===== src/hdl/bpsr_map.vh =====
// Purpose: constants for the bridge power-state and reset controller
// Assumes: 40 MHz core clock
// Notes: device and link states are one-hot codes; bus states and D requests are binary
`ifndef BPSR_MAP_VH
`define BPSR_MAP_VH
`define BPSR_CLK_MHZ 40
// function device states
`define BPSR_D0 3'h1
`define BPSR_D3HOT 3'h2
`define BPSR_D3COLD 3'h4
`define BPSR_DREQ_D0 2'h0
`define BPSR_DREQ_D1 2'h1
`define BPSR_DREQ_D2 2'h2
`define BPSR_DREQ_D3 2'h3
// link states
`define BPSR_L0 5'h01
`define BPSR_L0S 5'h02
`define BPSR_L1 5'h04
`define BPSR_L23R 5'h08
`define BPSR_L3 5'h10
// parallel bus states
`define BPSR_B0 2'h0
`define BPSR_B1 2'h1
`define BPSR_B2 2'h2
`define BPSR_B3 2'h3
// timing
`define BPSR_IDLE_EXIT_US 20
`define BPSR_IDLE_EXIT_CYC (`BPSR_IDLE_EXIT_US * `BPSR_CLK_MHZ)
`define BPSR_L0S_IDLE_NS 1000
`define BPSR_L0S_IDLE_CYC ((`BPSR_L0S_IDLE_NS * `BPSR_CLK_MHZ) / 1000)
`define BPSR_L1_IDLE_US 20
`define BPSR_L1_IDLE_CYC (`BPSR_L1_IDLE_US * `BPSR_CLK_MHZ)
`define BPSR_CNT_W 16
`endif


===== src/hdl/bpsr_ctrl.v =====
// Purpose: power-state tracking, event conversion and reset sequencing
// Assumes: clk 40 MHz; perst_n asynchronous to clk; aux-domain regs kept on sys_rst
// Notes: sys_rst models aux power-on reset only; perst_n resets main domain
`timescale 1ns/1ps
`include "bpsr_map.vh"

// Functional notes
// - function states D0, D3-hot, D3-cold only; D1/D2 requests are refused.
// - link tracks L0, L0s, L1, L2/L3 ready and L3.
// - parallel bus port tracks B0, B1, B2 and B3.
// - sticky state lives on aux reset, survives main reset in D3-hot.
// - forward mode: power-event pin assertion becomes upstream PM message.
// - reverse mode: received PM message drives pin low until serviced.
// - idle link drops to L0s then L1 autonomously when enabled.
// - beacon generated for wake; no wake sideband output exists.
// - serial functions held in reset while PERST# asserted.
// - PERST# accepted as asynchronous reset input.
// - link stays electrically idle for a minimum time after PERST# release.
module bpsr_ctrl (
    input wire clk,
    input wire sys_rst,
    input wire perst_n,
    input wire reverse_mode,
    input wire [1:0] dstate_req,
    input wire dstate_req_valid,
    input wire aux_pwr_lost,
    input wire [1:0] bus_state_req,
    input wire bus_state_req_valid,
    input wire link_idle,
    input wire link_l23_req,
    input wire link_wake_req,
    input wire aspm_en,
    input wire power_event_request_in_n,
    input wire pm_msg_rx,
    input wire pm_serviced,
    input wire sticky_wr,
    input wire [7:0] sticky_wdata,
    output reg func_rst_n,
    output reg elec_idle,
    output reg train_en,
    output reg [2:0] dstate,
    output reg dstate_refused,
    output reg [4:0] lstate,
    output reg [1:0] bstate,
    output reg pm_msg_tx,
    output reg power_event_request_out,
    output reg power_event_request_oe,
    output reg beacon,
    output reg [7:0] sticky_q,
    output reg pme_status
);

    // --------------------------------------------------------------
    // reset synchronizer
    // --------------------------------------------------------------
    reg rst_s1_q;
    reg rst_s2_q;
    // assert is immediate, release is clocked: no glitchy release
    always @(posedge clk or negedge perst_n) begin
        if (!perst_n) begin
            rst_s1_q <= 1'b0;
            rst_s2_q <= 1'b0;
        end else begin
            rst_s1_q <= 1'b1;
            rst_s2_q <= rst_s1_q;
        end
    end
    wire main_rst = sys_rst | ~rst_s2_q;

    always @(posedge clk or posedge main_rst) begin
        if (main_rst)
            func_rst_n <= 1'b0;
        else
            func_rst_n <= 1'b1;
    end

    // --------------------------------------------------------------
    // electrical idle hold after release
    // --------------------------------------------------------------
    localparam integer IDLE_EXIT_I = `BPSR_IDLE_EXIT_CYC;
    // count fits the counter width; the cut to that width is deliberate
    localparam [`BPSR_CNT_W-1:0] IDLE_EXIT = IDLE_EXIT_I[`BPSR_CNT_W-1:0];
    // training stays blocked while the count runs, even if the far end is ready
    reg [`BPSR_CNT_W-1:0] idle_cnt_q;
    always @(posedge clk or posedge main_rst) begin
        if (main_rst) begin
            idle_cnt_q <= {`BPSR_CNT_W{1'b0}};
            elec_idle <= 1'b1;
            train_en <= 1'b0;
        end else if (idle_cnt_q != IDLE_EXIT) begin
            idle_cnt_q <= idle_cnt_q + 1'b1;
        end else begin
            elec_idle <= 1'b0;
            train_en <= 1'b1;
        end
    end

    // --------------------------------------------------------------
    // device state
    // --------------------------------------------------------------
    function is_supported;
        input [1:0] req;
        begin
            is_supported = (req == `BPSR_DREQ_D0) || (req == `BPSR_DREQ_D3);
        end
    endfunction

    // aux domain: D3-cold is tracked across main loss
    // D3-cold is left only once the main domain is out of reset again,
    // so a request strobe can never race the return to D0
    always @(posedge clk or posedge sys_rst) begin
        if (sys_rst) begin
            dstate <= `BPSR_D0;
            dstate_refused <= 1'b0;
        end else begin
            dstate_refused <= 1'b0;
            if (aux_pwr_lost)
                dstate <= `BPSR_D3COLD;
            else if (!rst_s2_q && dstate == `BPSR_D3COLD)
                dstate <= `BPSR_D3COLD;
            else if (dstate == `BPSR_D3COLD && rst_s2_q)
                dstate <= `BPSR_D0;
            else if (dstate_req_valid) begin
                if (!is_supported(dstate_req))
                    dstate_refused <= 1'b1;
                else if (dstate_req == `BPSR_DREQ_D3)
                    dstate <= `BPSR_D3HOT;
                else
                    dstate <= `BPSR_D0;
            end
        end
    end

    // --------------------------------------------------------------
    // sticky registers on aux reset
    // --------------------------------------------------------------
    always @(posedge clk or posedge sys_rst) begin
        if (sys_rst)
            sticky_q <= 8'h00;
        else if (sticky_wr && func_rst_n)
            sticky_q <= sticky_wdata;
    end

    // --------------------------------------------------------------
    // bus power state
    // --------------------------------------------------------------
    always @(posedge clk or posedge main_rst) begin
        if (main_rst)
            bstate <= `BPSR_B0;
        else if (dstate == `BPSR_D3HOT)
            bstate <= `BPSR_B3;
        else if (bus_state_req_valid)
            bstate <= bus_state_req;
    end

    // --------------------------------------------------------------
    // link state with ASPM
    // --------------------------------------------------------------
    localparam integer L0S_IDLE_I = `BPSR_L0S_IDLE_CYC;
    localparam integer L1_IDLE_I = `BPSR_L1_IDLE_CYC;
    // both counts fit the counter width; cut on purpose
    localparam [`BPSR_CNT_W-1:0] L0S_IDLE = L0S_IDLE_I[`BPSR_CNT_W-1:0];
    localparam [`BPSR_CNT_W-1:0] L1_IDLE = L1_IDLE_I[`BPSR_CNT_W-1:0];
    // one shared counter: L1 timing restarts on entry to L0s, so the
    // total idle time before L1 is the sum of both counts
    reg [`BPSR_CNT_W-1:0] aspm_cnt_q;
    reg [4:0] lstate_d;
    always @* begin
        lstate_d = lstate;
        case (lstate)
            `BPSR_L0: begin
                if (link_l23_req)
                    lstate_d = `BPSR_L23R;
                else if (aspm_en && link_idle && aspm_cnt_q >= L0S_IDLE)
                    lstate_d = `BPSR_L0S;
            end
            `BPSR_L0S: begin
                if (!link_idle || link_wake_req)
                    lstate_d = `BPSR_L0;
                else if (aspm_cnt_q >= L1_IDLE)
                    lstate_d = `BPSR_L1;
            end
            `BPSR_L1: begin
                if (!link_idle || link_wake_req)
                    lstate_d = `BPSR_L0;
            end
            `BPSR_L23R: begin
                if (link_wake_req)
                    lstate_d = `BPSR_L0;
                else if (dstate == `BPSR_D3COLD)
                    lstate_d = `BPSR_L3;
            end
            `BPSR_L3: begin
                if (dstate != `BPSR_D3COLD)
                    lstate_d = `BPSR_L0;
            end
            default: lstate_d = `BPSR_L0;
        endcase
    end

    always @(posedge clk or posedge main_rst) begin
        if (main_rst) begin
            lstate <= `BPSR_L0;
            aspm_cnt_q <= {`BPSR_CNT_W{1'b0}};
        end else begin
            lstate <= lstate_d;
            // counter restarts on every state change or traffic
            if (lstate_d != lstate || !link_idle || !aspm_en)
                aspm_cnt_q <= {`BPSR_CNT_W{1'b0}};
            else if (aspm_cnt_q != {`BPSR_CNT_W{1'b1}})
                aspm_cnt_q <= aspm_cnt_q + 1'b1;
        end
    end

    // --------------------------------------------------------------
    // power-event conversion
    // --------------------------------------------------------------
    reg pe_s1_q;
    reg pe_s2_q;
    reg pe_prev_q;
    always @(posedge clk or posedge main_rst) begin
        if (main_rst) begin
            pe_s1_q <= 1'b1;
            pe_s2_q <= 1'b1;
            pe_prev_q <= 1'b1;
        end else begin
            pe_s1_q <= power_event_request_in_n;
            pe_s2_q <= pe_s1_q;
            pe_prev_q <= pe_s2_q;
        end
    end
    // reset value matches the idle-high pin, so no false edge after reset
    wire pe_fall = pe_prev_q & ~pe_s2_q;

    always @(posedge clk or posedge main_rst) begin
        if (main_rst) begin
            pm_msg_tx <= 1'b0;
            power_event_request_out <= 1'b0;
            power_event_request_oe <= 1'b0;
        end else begin
            pm_msg_tx <= ~reverse_mode & pe_fall;
            // open drain: data stays low, only the enable moves
            power_event_request_out <= 1'b0;
            // a new message in the same cycle as service keeps the pin pulled
            if (!reverse_mode)
                power_event_request_oe <= 1'b0;
            else if (pm_msg_rx)
                power_event_request_oe <= 1'b1;
            else if (pm_serviced)
                power_event_request_oe <= 1'b0;
        end
    end

    // --------------------------------------------------------------
    // beacon
    // --------------------------------------------------------------
    function link_is_low;
        input [4:0] st;
        begin
            link_is_low = (st == `BPSR_L23R) || (st == `BPSR_L1);
        end
    endfunction

    // low-power link: wake by beacon rather than a sideband pin;
    // L0s needs none since it exits on traffic by itself
    always @(posedge clk or posedge main_rst) begin
        if (main_rst)
            beacon <= 1'b0;
        else
            beacon <= ~reverse_mode & ~pe_s2_q & link_is_low(lstate);
    end

    // --------------------------------------------------------------
    // event status
    // --------------------------------------------------------------
    // sticky event status, set wins over clear
    // kept on aux reset so software still sees the event after main loss
    always @(posedge clk or posedge sys_rst) begin
        if (sys_rst)
            pme_status <= 1'b0;
        else if ((reverse_mode & pm_msg_rx) | (~reverse_mode & pe_fall))
            pme_status <= 1'b1;
        else if (pm_serviced)
            pme_status <= 1'b0;
    end

endmodule


===== config.mk =====
export PLATFORM = sky130hd
export DESIGN_NAME = bpsr_ctrl
export DESIGN_NICKNAME = d
export VERILOG_FILES = /design/src/hdl/bpsr_ctrl.v
export VERILOG_INCLUDE_DIRS = /design/src /design/src/hdl
export SDC_FILE = /design/constraint.sdc
export NUM_CORES = 1
export LEC_CHECK = 0
export ABC_AREA = 1
export BUFFER_PORTS_ARGS = -buffer_cell sky130_fd_sc_hd__buf_2
export CAP_MARGIN = 0
export CORE_MARGIN = 2
export CORE_UTILIZATION = 35
export DETAILED_ROUTE_END_ITERATION = 8
export GPL_ROUTABILITY_DRIVEN = 0
export PLACE_DENSITY_LB_ADDON = 0.12
export SETUP_SLACK_MARGIN = 0.1
export SYNTH_ARGS = -nofsm -noshare
export SYNTH_HDL_FRONTEND = slang
export SYNTH_SLANG_ARGS = --single-unit

===== constraint.sdc =====
create_clock -name clk -period 4.6 [get_ports clk]
set_clock_uncertainty 0.15 [all_clocks]
set_input_delay 0.92 -clock clk [delete_from_list [all_inputs] [get_ports clk]]
set_output_delay 0.92 -clock clk [all_outputs]
set_load 0.005 [all_outputs]

# After elaboration in Yosys (flattened, before gate mapping)

Index checks and enable logic that the tools add are counted.

Add/subtract/negate cells: 2
Multiply operators: 0
Divide/modulo/power cells: 0
$lt $le $gt $ge: 2
Eq/ne operators: 13
Shifts and indexed selects: 0
Multiplexer cells: 28
Bitwise operators: 10
Reductions and logical operators: 20

Operators by type and width:

| operator                | number |
|---|---|
| $mux W5                 | 8 |
| $add A16 B1 Y16 const B | 2 |
| $mux W16                | 2 |
| $pmux W5 S5             | 1 |
| $ge A16 B10 Y1 const B  | 1 |
| $ge A16 B6 Y1 const B   | 1 |
| $ne A16 B10 Y1 const B  | 1 |
| $ne A16 B16 Y1 const B  | 1 |
| $mux W3                 | 5 |
| $mux W1                 | 9 |
| $reduce_bool A4 Y1      | 2 |
| $mux W2                 | 3 |
| $reduce_bool A2 Y1      | 3 |
| $and A1 B1 Y1           | 5 |
| $eq A5 B1 Y1 const B    | 1 |
| $eq A5 B2 Y1 const B    | 1 |
| $eq A5 B3 Y1 const B    | 1 |
| $eq A5 B4 Y1 const B    | 1 |
| $eq A5 B5 Y1 const B    | 1 |
| $logic_and A1 B1 Y1     | 5 |
| $logic_or A1 B1 Y1      | 5 |
| $ne A5 B5 Y1            | 1 |
| $eq A3 B2 Y1 const B    | 1 |
| $eq A3 B3 Y1 const B    | 1 |
| other kinds (8)         | 13 |

Bits in registers: 63
Bits in latches: 0
Bits in writable memories: 0
ROM bits: 0
Input bits: 27
Output and inout port bits: 27
Logic and storage cells: 94
Memories: 0

# Logic depth before layout (Yosys ltp)

Gate-level depths: netlist of run 1.

Word-level depth: 9
Depth in mapped cells: 13

# Least setup slack after synthesis of run 1

OpenSTA, ideal clock, no wires.

Path type: input port to flip-flop
From: input link_wake_req
To: register aspm_cnt_q[3]
Setup time: 69 ps
Data arrival time: 1931 ps
Data required time: 4381 ps
Setup slack: 2451 ps
Stages: 12
Cells stage by stage: inv_1 -> nand2_1 -> nor2_1 -> nand4_1 -> nand2_2 -> nor2_1 -> nor2_1 -> nand2_1 -> nor2_2 -> nand2_2 -> buf_6 -> nor2_2

Word-level cells in the longest chain between the ends: 7
Elaborated cells between the ends (all ways): 10

RTL lines:

| item                                           | RTL line                         | RTL |
|---|---|---|
| start: declaration                             | bpsr_ctrl.v:31                   | `input wire link_wake_req,` |
| $logic_or A1 B1 Y1                             | bpsr_ctrl.v:178, bpsr_ctrl.v:184 |  |
| $mux W5 (on tied branches)                     | bpsr_ctrl.v:184, bpsr_ctrl.v:178 |  |
| $pmux W5 S5 *                                  | bpsr_ctrl.v:170                  | `case (lstate)` |
| named net lstate_d[2]                          | bpsr_ctrl.v:167                  | `reg [4:0] lstate_d;` |
| $ne A5 B5 Y1 *                                 | bpsr_ctrl.v:208                  | `if (lstate_d != lstate \|\| !link_idle \|\| !aspm_en)` |
| $logic_or A1 B1 Y1 * (2 in a row)              | bpsr_ctrl.v:208                  |  |
| $mux W16 or $reduce_bool A2 Y1 (tied branches) | --                               |  |
| end signal: assignment                         | bpsr_ctrl.v:204                  | `` aspm_cnt_q <= {`BPSR_CNT_W{1'b0}}; `` |
| end signal: assignment                         | bpsr_ctrl.v:209                  | `` aspm_cnt_q <= {`BPSR_CNT_W{1'b0}}; `` |
| end signal: assignment                         | bpsr_ctrl.v:211                  | `aspm_cnt_q <= aspm_cnt_q + 1'b1;` |
| end: declaration                               | bpsr_ctrl.v:166                  | `` reg [`BPSR_CNT_W-1:0] aspm_cnt_q; `` |

Mark *: on every way through the listed nets, which the timed path passes. The rest lies on a longest branch.
A chain may end at the register's enable or synchronous reset.

# Worst setup path after layout of run 1

From: register dstate[1]
To: register aspm_cnt_q[12]

Word-level cells in the longest chain between the ends: 8
Elaborated cells between the ends (all ways): 11

RTL lines:

| item                                           | RTL line        | RTL |
|---|---|---|
| start: declaration                             | bpsr_ctrl.v:41  | `output reg [2:0] dstate,` |
| start signal: assignment                       | bpsr_ctrl.v:113 | `` dstate <= `BPSR_D0; `` |
| start signal: assignment                       | bpsr_ctrl.v:118 | `` dstate <= `BPSR_D3COLD; `` |
| start signal: assignment                       | bpsr_ctrl.v:120 | `` dstate <= `BPSR_D3COLD; `` |
| $eq A3 B3 Y1 (no line)                         | --              |  |
| $mux W5                                        | bpsr_ctrl.v:190 | `` else if (dstate == `BPSR_D3COLD) `` |
| $mux W5                                        | bpsr_ctrl.v:188 | `if (link_wake_req)` |
| $pmux W5 S5 *                                  | bpsr_ctrl.v:170 |  |
| $ne A5 B5 Y1 *                                 | bpsr_ctrl.v:208 |  |
| $logic_or A1 B1 Y1 * (2 in a row)              | bpsr_ctrl.v:208 |  |
| $mux W16 or $reduce_bool A2 Y1 (tied branches) | --              |  |

Mark *: on every way between the ends. The rest lies on a longest branch, timed or not.

==> results of run 1 <==
==> sequential cells by signal (all words and copies together) (netlist names), 2 cells and up <==
register / flops
lstate: 5
dstate: 3
idle_cnt_q: 16
sticky_q: 8
bstate: 2
aspm_cnt_q: 16
==> layout by cell type, fill, tap and decap left out, types with 12 or more instances in the layout <==
master,n
nor2_2,13
nand2_1,66
xor2_1,16
inv_1,46
dfrtp_1,57
nor2_1,51
nand4_1,12
o21ai_0,13
buf_2,52
nand3_1,20
==> path summary, 6_finish.rpt <==
kind / start / end / slack (ns) / cells past startpoint
setup / recovery: dstate[1] / aspm_cnt_q[12] / 2.42 / 11
hold / removal: rst_s1_q / rst_s2_q / 0.20 / 0
setup reg to reg: dstate[1] / aspm_cnt_q[12] / 2.42 / 11
hold reg to reg: rst_s1_q / rst_s2_q / 0.20 / 0
max in group asynchronous: sys_rst / lstate[0] / 2.81 / 3
min in group asynchronous: perst_n / rst_s1_q / 0.21 / 1
==> per-stage QoR <==
stage / setup WS (ns) / hold slack [ns] / instance area, um2 / util, %
6_report: 2.42 / 0.205 / 3730 / 42.8
3_3_place_gp: 2.11 / 0.187 / 3530 / 40.5
2_1_floorplan: 0.829 / 0.181 / 3140 / -
4_1_cts: 2.40 / 0.186 / 3730 / 42.8
3_5_place_dp: 2.07 / 0.188 / 3530 / 40.5
5_1_grt: 2.17 / 0.182 / 3730 / 42.8
==> worst max-delay path: stages, from the launching register on <==
cell and delay, ns:
dfrtp_1 0.41, nor2_1 0.09, nand2_1 0.18, inv_1 0.23
nor2_1 0.07, a21oi_1 0.19, nand2_1 0.07, nand2_1 0.07
nand3_1 0.09, nor2_2 0.10, nand2_2 0.25, nor2_1 0.18
==> cells by family (layout without fill, tap and decap cells) <==
logic type / after synthesis / in the layout / share of synthesized area (%)
muxes: 9 / 9 / 3.20
buffers and inverters: 50 / 117 / 6.35
DFF: 63 / 63 / 50.6
adders and majority gates: 5 / 5 / 2.00
AOI/OAI and AO/OA: 27 / 27 / 5.03
and+or+nand+nor: 182 / 182 / 26.8
other: 2 / 3 / 0.240
xor gates and xnor gates: 21 / 21 / 5.87
==> power groups by stage <==
stage | sequential (uW) | combinational [uW] | clock, uW
after floorplan | 629 | 154 | 0
after global placement | 628 | 232 | 0
after detailed placement | 629 | 230 | 0
after CTS | 619 | 231 | 508
after global routing | 623 | 261 | 531
final | 618 | 228 | 489
==> layout make-up <==
type | instances | area share, %
Sequential cell | 63 | 42.4
Multi-Input combinational cell | 247 | 36.5
Timing Repair Buffer | 53 | 7.17
Inverter | 48 | 4.83
Tap cell | 108 | 3.62
Clock buffer | 9 | 3.32
Clock inverter | 7 | 2.15
==> layer usage <==
metal	vias up	GRT usage, %	part of all wire [%]
met5	-	0	0
met2	49	20.9	44
li1	1268	-	-
met4	0	7.06	1.6
met3	9	3.26	4.9
met1	1103	19.1	49
==> results.sh, run 1 <==
export IMPL_grt_pass1_vias=2437
export IMPL_dp_hpwl_mm=4.65
export IMPL_maxCapViolations=0
export IMPL_grt_max_degree=30
export IMPL_syn_inst=359
export IMPL_clock_root_buffer="clkbuf_8"
export IMPL_p_int_uw=933
export IMPL_peakVddDrop_mv=0.120
export IMPL_powerDensity_nw_per_um2=358
export IMPL_dpl_cell_count=519
export IMPL_drc=0
export IMPL_grt_pass1_wl_mm=11.0
export IMPL_multi_input_area_um2=1360
export IMPL_track_usage_pct=14.0
export IMPL_clock_path_buffers=2
export IMPL_path_clk_slew_ns=0.07
export IMPL_fin_setup_tns_ns=0
export IMPL_coreArea_um2=8720
export IMPL_power_share_sequential_pct=46.3
export IMPL_path_max_fanout=16
export IMPL_clock_sinks=63
export IMPL_min_period_over_period_pct=47.4
export IMPL_ctsHoldBuffers=0
export IMPL_tightest_slew_ns=0.820
export IMPL_yosys_warnings=0
export IMPL_fillers=899
export IMPL_ys_types=33
export IMPL_cts_resized=0
export IMPL_yosysMostFrequentCell="nand2_1"
export IMPL_synth_common_cells="nand2_1 (66), dfrtp_1 (57), nor2_1 (52)"
export IMPL_synthTopCellsByArea="dfrtp_1 (46%), nand2_1 (7.9%), nor2_1 (6.2%)"
export IMPL_design_power_total_uw=1340
export IMPL_relSlewSlack_pct=45.2
export IMPL_setup_viol=0
export IMPL_synth_edf_count=0
export IMPL_ys_async_sr_fraction_pct=100
export IMPL_wirelength_mm=6.23
export IMPL_required_ns=4.71
export IMPL_final_cells=535
export IMPL_vias_per_cell=4.54
export IMPL_drive_gt1_share_pct=25.5
export IMPL_port_buffers=52
export IMPL_num_rows=34
export IMPL_syn2layout_area_growth_pct=19.1
export IMPL_yosysSeqAreaShare_pct=50.6
export IMPL_antennaDiodeCount=0
export IMPL_netSwitchingPower_uw=403
export IMPL_first_pass_iters=4
export IMPL_synth_area_leader_cell="dfrtp_1"
export IMPL_initial_core_util_pct=35.9
export IMPL_insertion_delay_ns=0.34
export IMPL_synth_top_area_share_pct=45.5
export IMPL_outcome="finished, final reports clean"
export IMPL_grt_setup_unrepaired="false"
export IMPL_period_needed_ns=2.18
export IMPL_start_kind="register"
export IMPL_wl_per_cell_um=11.6
export IMPL_h_tree_depth=3
export IMPL_nNetsFinal=454
export IMPL_vias=2429
export IMPL_swShare_pct=30.2
export IMPL_grt_ovfl_total=0
export IMPL_max_freq_mhz=459
export IMPL_io_pins=54
export IMPL_netlist_area_um2=3130
export IMPL_leakage_uw=0.00187
export IMPL_hold_viol_final=0
export IMPL_numCtsBuffers=9
export IMPL_path_class="reg -> reg"
export IMPL_synth_main_ff_cell="dfrtp_1"
export IMPL_cts_tree="done"
export IMPL_antenna_found_initial=0
export IMPL_hp_class="reg -> reg"
export IMPL_drtIter0Drc=128
export IMPL_die_w_um=98.6
export IMPL_post_cts_buffers=0
export IMPL_die_area_um2=9720
export IMPL_avgSynthCellArea_um2=8.73
export IMPL_comb_power_share_pct=17.1
export IMPL_synth_seq_cells=63
export IMPL_seq_area_um2=1580
export IMPL_fp_dieH_um=98.6
export IMPL_pwr_share_clk_pct=36.6
export IMPL_drv_slew=0
export IMPL_detail_route_antenna_nets=0
export IMPL_setup_worst_path_end_class="register"
export IMPL_worstPathArrival_ns=2.29
Note: power is estimated with default switching activity, not from simulation.
==> run 2, diff against run 1 <==
==> constraint.sdc (replaced) <==
create_clock -name clk -period 1.8 [get_ports clk]
set_clock_uncertainty 0.15 [all_clocks]
set_input_delay 0.36 -clock clk [delete_from_list [all_inputs] [get_ports clk]]
set_output_delay 0.36 -clock clk [all_outputs]
set_load 0.005 [all_outputs]
==> results.sh, run 2 (synthesis gave the netlist of run 1 again) <==
export IMPL_outcome="complete, but fails checks"
export IMPL_violations="negative setup slack"
export IMPL_peakVddDrop_mv=0.386
export IMPL_numCtsBuffers=9
export IMPL_reg_largest_list="aspm_cnt_q (16), idle_cnt_q (16), sticky_q (8)"
export IMPL_io_pins=54
export IMPL_clock_root_buffer="clkbuf_8"
export IMPL_grt_pass1_vias=2857
export IMPL_syn2layout_area_growth_pct=44.3
export IMPL_path_cells="buf_6 -> buf_12 -> nor3_1 -> nand4_1 -> o21ai_2 -> nor2_1 -> nor2_1 -> nand2_2 -> buf_12 -> nor2_1"
export IMPL_h_tree_depth=3
export IMPL_fin_setup_tns_ns=-2.25
export IMPL_setup_viol=16
export IMPL_drv_slew=0
export IMPL_final_cells=608
export IMPL_comb_power_share_pct=23.7
export IMPL_period_needed_ns=1.95
export IMPL_detail_route_antenna_nets=0
export IMPL_clock_path_buffers=2
export IMPL_critPathSlowestCell="dfrtp_1"
export IMPL_slowest_delay_ns=0.42
export IMPL_grt_ovfl_total=0
export IMPL_cp_buffers_inverters=3
export IMPL_max_freq_mhz=512
export IMPL_drc=0
export IMPL_cts_tree="done"
export IMPL_power_share_sequential_pct=40.3
export IMPL_coreArea_um2=8720
export IMPL_tightest_slew_ns=0.521
export IMPL_p_int_uw=2760
export IMPL_antennaDiodeCount=0
export IMPL_min_period_over_period_pct=108
export IMPL_vias_per_cell=4.51
export IMPL_num_rows=34
export IMPL_path_class="reg -> reg"
export IMPL_start_kind="register"
export IMPL_setup_worst_path_end_class="register"
export IMPL_final_cell_mix="buf_4 (65), nand2_1 (59), dfrtp_1 (55)"
export IMPL_grt_pass1_wl_mm=12.5
export IMPL_dr_max_layer_used="met4"
export IMPL_dp_hpwl_mm=5.15
export IMPL_path_clk_slew_ns=0.09
export IMPL_path_max_fanout=16
export IMPL_powerDensity_nw_per_um2=862
export IMPL_crit_path_frequent_cell="nor2_1"
export IMPL_drtIter0Drc=130
export IMPL_routedLengthMet1_mm=3.28
export IMPL_nNetsFinal=527
export IMPL_grt_max_degree=47
export IMPL_vias=2740
export IMPL_clock_sinks=63
export IMPL_dpl_cell_count=575
export IMPL_first_pass_iters=4
export IMPL_dr_wl_met2_mm=3.60
export IMPL_netSwitchingPower_uw=1140
export IMPL_wirelength_mm=7.20
export IMPL_track_usage_pct=15.9
export IMPL_hp_class="reg -> async"
export IMPL_drive_gt1_share_pct=43.8
export IMPL_relSlewSlack_pct=65.2
export IMPL_seq_area_um2=1590
export IMPL_die_area_um2=9720
export IMPL_leakage_uw=0.00229
export IMPL_grt_setup_unrepaired="true"
export IMPL_initial_core_util_pct=35.9
export IMPL_wl_met3_um=206
export IMPL_port_buffers=52
export IMPL_swShare_pct=29.3
export IMPL_wl_per_cell_um=11.8
export IMPL_fillers=847
export IMPL_setup_slack_ns=-0.152
export IMPL_critPathTopFamily="simple AND/OR/NAND/NOR gates"
export IMPL_multi_input_area_um2=1520
export IMPL_worstPathArrival_ns=2.07
export IMPL_insertion_delay_ns=0.35
export IMPL_antenna_found_initial=0
export IMPL_fp_dieH_um=98.6
export IMPL_maxCapViolations=0
export IMPL_required_ns=1.92
export IMPL_hold_viol_final=0
export IMPL_final_common_cell="buf_4"
export IMPL_pwr_share_clk_pct=36.0
export IMPL_die_w_um=98.6
## run 2: cell count changes in the layout (fill, tap and decap cells not counted), sizes merged
cell         previous run  this run
clkinvlp                2         1
clkinv                  2         1
dlygate4sd3             0         3
inv                    50        51
buf                    53       123
bufinv                  1         2
## run 2: final timing paths
check                                 startpoint       endpoint  slack [ns]  cells after the start
worst max-delay path                   lstate[1]  aspm_cnt_q[9]       -0.15                     10
worst min-delay path                    rst_s2_q      bstate[1]        0.03                      2
worst max register to register         lstate[1]  aspm_cnt_q[9]       -0.15                     10
worst min register to register          rst_s2_q      bstate[1]        0.03                      2
max in group asynchronous                sys_rst        pe_s1_q        0.63                      4
min in group clk                bus_state_req[0]      bstate[0]        0.07                      3
## run 2: power by group through the flow
stage / clock network (uW) / logic (uW) / registers [uW]
after detailed placement: 0 / 838 / 1600
after global placement: 0 / 838 / 1590
after CTS: 1430 / 861 / 1570
final: 1400 / 924 / 1570
after floorplan: 0 / 396 / 1610
after global routing: 1500 / 1010 / 1580
## run 2: what timing repair did
item	4_1_cts	5_1_grt
pin swaps	7	20
setup buffers	7	9
hold buffers	3	0
resized for setup	12	32
endpoints found under the hold margin	17	0
setup endpoints to repair	19	28
cloned	0	0
## run 2: metal layers
metal  vias to the layer above  track usage (%)
li1                       1411                -
met1                      1271             19.7
met2                        48             27.2
met3                        10             3.05
met4                         0             6.74
met5                         -                0
## run 2: worst reg2reg max path, stage by stage (launching register included)
cell and delay, ns:
dfrtp_1 0.42, buf_6 0.14, buf_12 0.12, nor3_1 0.23, nand4_1 0.19, o21ai_2 0.12, nor2_1 0.06, nor2_1 0.12
nand2_2 0.08, buf_12 0.16, nor2_1 0.09
## run 2: area by class of cell
type / count / share of cell area (%)
repair buffers: 126 / 19.3
well taps: 108 / 2.99
inverters: 48 / 3.98
clock buffers: 9 / 2.74
clock inverters: 7 / 2.27
multi-input cells: 247 / 33.6
flip-flops and latches: 63 / 35.1
## run 2: through the flow
stage | setup WS [ns] | hold WS (ns) | instance area (um2) | util, % | total power, uW
CTS | -0.103 | 0.0472 | 4340 | 49.8 | 3860
floorplan | -0.00317 | -0.0856 | 3170 | - | 2010
finish | -0.152 | 0.0285 | 4520 | 51.9 | 3900
global route | -0.254 | 0.0731 | 4520 | 51.9 | 4090
global placement | -0.157 | -0.00326 | 4000 | 45.8 | 2430
detailed placement | -0.149 | -0.00139 | 4000 | 45.8 | 2440
==> run 3, diff against run 2 <==
--- a/config.mk
+++ b/config.mk
@@ -10,7 +10,7 @@
 export BUFFER_PORTS_ARGS = -buffer_cell sky130_fd_sc_hd__buf_2
 export CAP_MARGIN = 0
 export CORE_MARGIN = 2
-export CORE_UTILIZATION = 35
+export CORE_UTILIZATION = 45
 export DETAILED_ROUTE_END_ITERATION = 8
 export GPL_ROUTABILITY_DRIVEN = 0
 export PLACE_DENSITY_LB_ADDON = 0.12
==> constraint.sdc (replaced) <==
create_clock -name clk -period 2.4 [get_ports clk]
set_clock_uncertainty 0.15 [all_clocks]
set_input_delay 0.48 -clock clk [delete_from_list [all_inputs] [get_ports clk]]
set_output_delay 0.48 -clock clk [all_outputs]
set_load 0.005 [all_outputs]
==> results.sh, run 3 (synthesis gave the netlist of run 1 again) <==
export IMPL_outcome="finished, final reports clean"
export IMPL_clock_path_buffers=2
export IMPL_ff2ff_setup_slack_ns=0.36
export IMPL_wl_per_cell_um=11.9
export IMPL_grt_pass1_wl_mm=10.6
export IMPL_h_tree_depth=3
export IMPL_path_max_fanout=10
export IMPL_pwr_share_clk_pct=36.5
export IMPL_period_needed_ns=2.04
export IMPL_dp_hpwl_mm=4.51
export IMPL_min_period_over_period_pct=85.0
export IMPL_num_rows=30
export IMPL_nNetsFinal=456
export IMPL_grt_setup_unrepaired="false"
export IMPL_reg2reg_depth=11
export IMPL_setup_worst_path_end_class="register"
export IMPL_drtIter0Drc=97
export IMPL_swShare_pct=30.1
export IMPL_p_int_uw=1790
export IMPL_reg2reg_from="aspm_cnt_q[1]"
export IMPL_path_clk_slew_ns=0.08
export IMPL_grt_ovfl_total=0
export IMPL_maxCapViolations=0
export IMPL_clock_sinks=63
export IMPL_post_cts_buffers=0
export IMPL_power_share_sequential_pct=46.2
export IMPL_fillers=640
export IMPL_reg_largest_list="aspm_cnt_q (16), idle_cnt_q (16), sticky_q (8)"
export IMPL_multi_input_area_um2=1370
export IMPL_vias_per_cell=4.97
export IMPL_relSlewSlack_pct=66.1
export IMPL_cts_tree="done"
export IMPL_clock_root_buffer="clkbuf_8"
export IMPL_die_area_um2=7650
export IMPL_final_common_cell="nand2_1"
export IMPL_reg2reg_to="aspm_cnt_q[13]"
export IMPL_required_ns=2.46
export IMPL_track_usage_pct=17.6
export IMPL_tightest_slew_ns=0.508
export IMPL_coreArea_um2=6760
export IMPL_grt_pass1_vias=2390
export IMPL_max_freq_mhz=490
export IMPL_fin_setup_tns_ns=0
export IMPL_hold_viol_final=0
export IMPL_first_pass_iters=4
export IMPL_initial_core_util_pct=46.4
export IMPL_wirelength_mm=6.05
export IMPL_path_class="reg -> reg"
export IMPL_netSwitchingPower_uw=771
export IMPL_setup_viol=0
export IMPL_powerDensity_nw_per_um2=687
export IMPL_hp_class="reg -> async"
export IMPL_insertion_delay_ns=0.33
export IMPL_drive_gt1_share_pct=25.4
export IMPL_comb_power_share_pct=17.3
export IMPL_drc=0
export IMPL_peakVddDrop_mv=0.377
export IMPL_final_cells=509
export IMPL_grt_max_degree=47
export IMPL_vias=2532
export IMPL_drv_slew=0
export IMPL_io_pins=54
export IMPL_start_kind="register"
export IMPL_post_route_util_pct=55.3
export IMPL_antennaDiodeCount=0
export IMPL_worstPathArrival_ns=2.10
export IMPL_detail_route_antenna_nets=0
export IMPL_syn2layout_area_growth_pct=19.2
export IMPL_leakage_uw=0.00189
export IMPL_dpl_cell_count=491
export IMPL_antenna_found_initial=0
export IMPL_final_cell_mix="nand2_1 (66), dfrtp_1 (57), buf_2 (52)"
export IMPL_port_buffers=52
export IMPL_numCtsBuffers=9
export IMPL_seq_area_um2=1580
export IMPL_die_w_um=87.4
export IMPL_fp_dieH_um=87.4
-- run 3: changes by cell type in the layout (fill, tap and decap cells not counted), sizes merged --
cell         change
inv              -1
bufinv           -1
clkinv           +1
dlygate4sd3      -1
buf             -70
clkinvlp         +1
-- run 3: how the worst max path moves through the flow --
stage | cells past startpoint | start | slack [ns] | endpoint
after floorplan | 1 | sys_rst | 0.19 | aspm_cnt_q[0]
after global placement | 11 | lstate[3] | 0.27 | aspm_cnt_q[14]
after detailed placement | 12 | link_wake_req | 0.27 | aspm_cnt_q[12]
after CTS | 11 | dstate[1] | 0.27 | aspm_cnt_q[11]
after global routing | 11 | dstate[1] | 0.10 | aspm_cnt_q[13]
final | 11 | aspm_cnt_q[1] | 0.36 | aspm_cnt_q[13]
-- run 3: through the flow --
step           power (uW)  hold slack, ns  setup slack [ns]  instance area [um2]
6_report             2570          0.0413             0.360                 3730
5_1_grt              2720          0.0728             0.102                 3730
4_1_cts              2590          0.0496             0.269                 3730
3_5_place_dp         1640          0.0535             0.266                 3510
3_3_place_gp         1650          0.0514             0.266                 3510
2_1_floorplan        1500          0.0344             0.194                 3140
-- run 3: layout make-up --
cell class / instances / area share [%]
Multi-Input combinational cell: 247 / 36.6
Clock inverter: 7 / 2.14
Clock buffer: 9 / 3.32
Timing Repair Buffer: 55 / 8.04
Sequential cell: 63 / 42.4
Tap cell: 80 / 2.68
Inverter: 48 / 4.82
-- run 3: power by group through the flow --
stage                     logic [uW]  clock network, uW  registers [uW]
final                            445                936            1180
after global routing             508               1020            1190
after CTS                        442                967            1180
after detailed placement         437                  0            1210
after global placement           444                  0            1200
after floorplan                  296                  0            1210
-- run 3: repair_timing --
action / in CTS / in global routing
setup endpoints to repair: 0 / 16
hold buffers: 2 / 0
hold endpoints to repair: 4 / 0
resized for setup: 0 / 1
-- run 3: critical path, cell delays in order (launching register included) --
cell	delay, ns
dfrtp_1	0.37
ha_1	0.19
nand3_1	0.11
inv_1	0.12
nand2_1	0.11
nor2_2	0.21
nand3_4	0.18
nand2_2	0.14
nor2_1	0.06
nand2_1	0.08
xor2_1	0.15
nor2_1	0.06
-- run 3: metal layers --
layer / GRT usage [%] / share of wire [%]
met5: 0 / 0
met4: 7.97 / 2.0
met3: 3.79 / 5.3
met2: 27.3 / 44
met1: 23.6 / 49
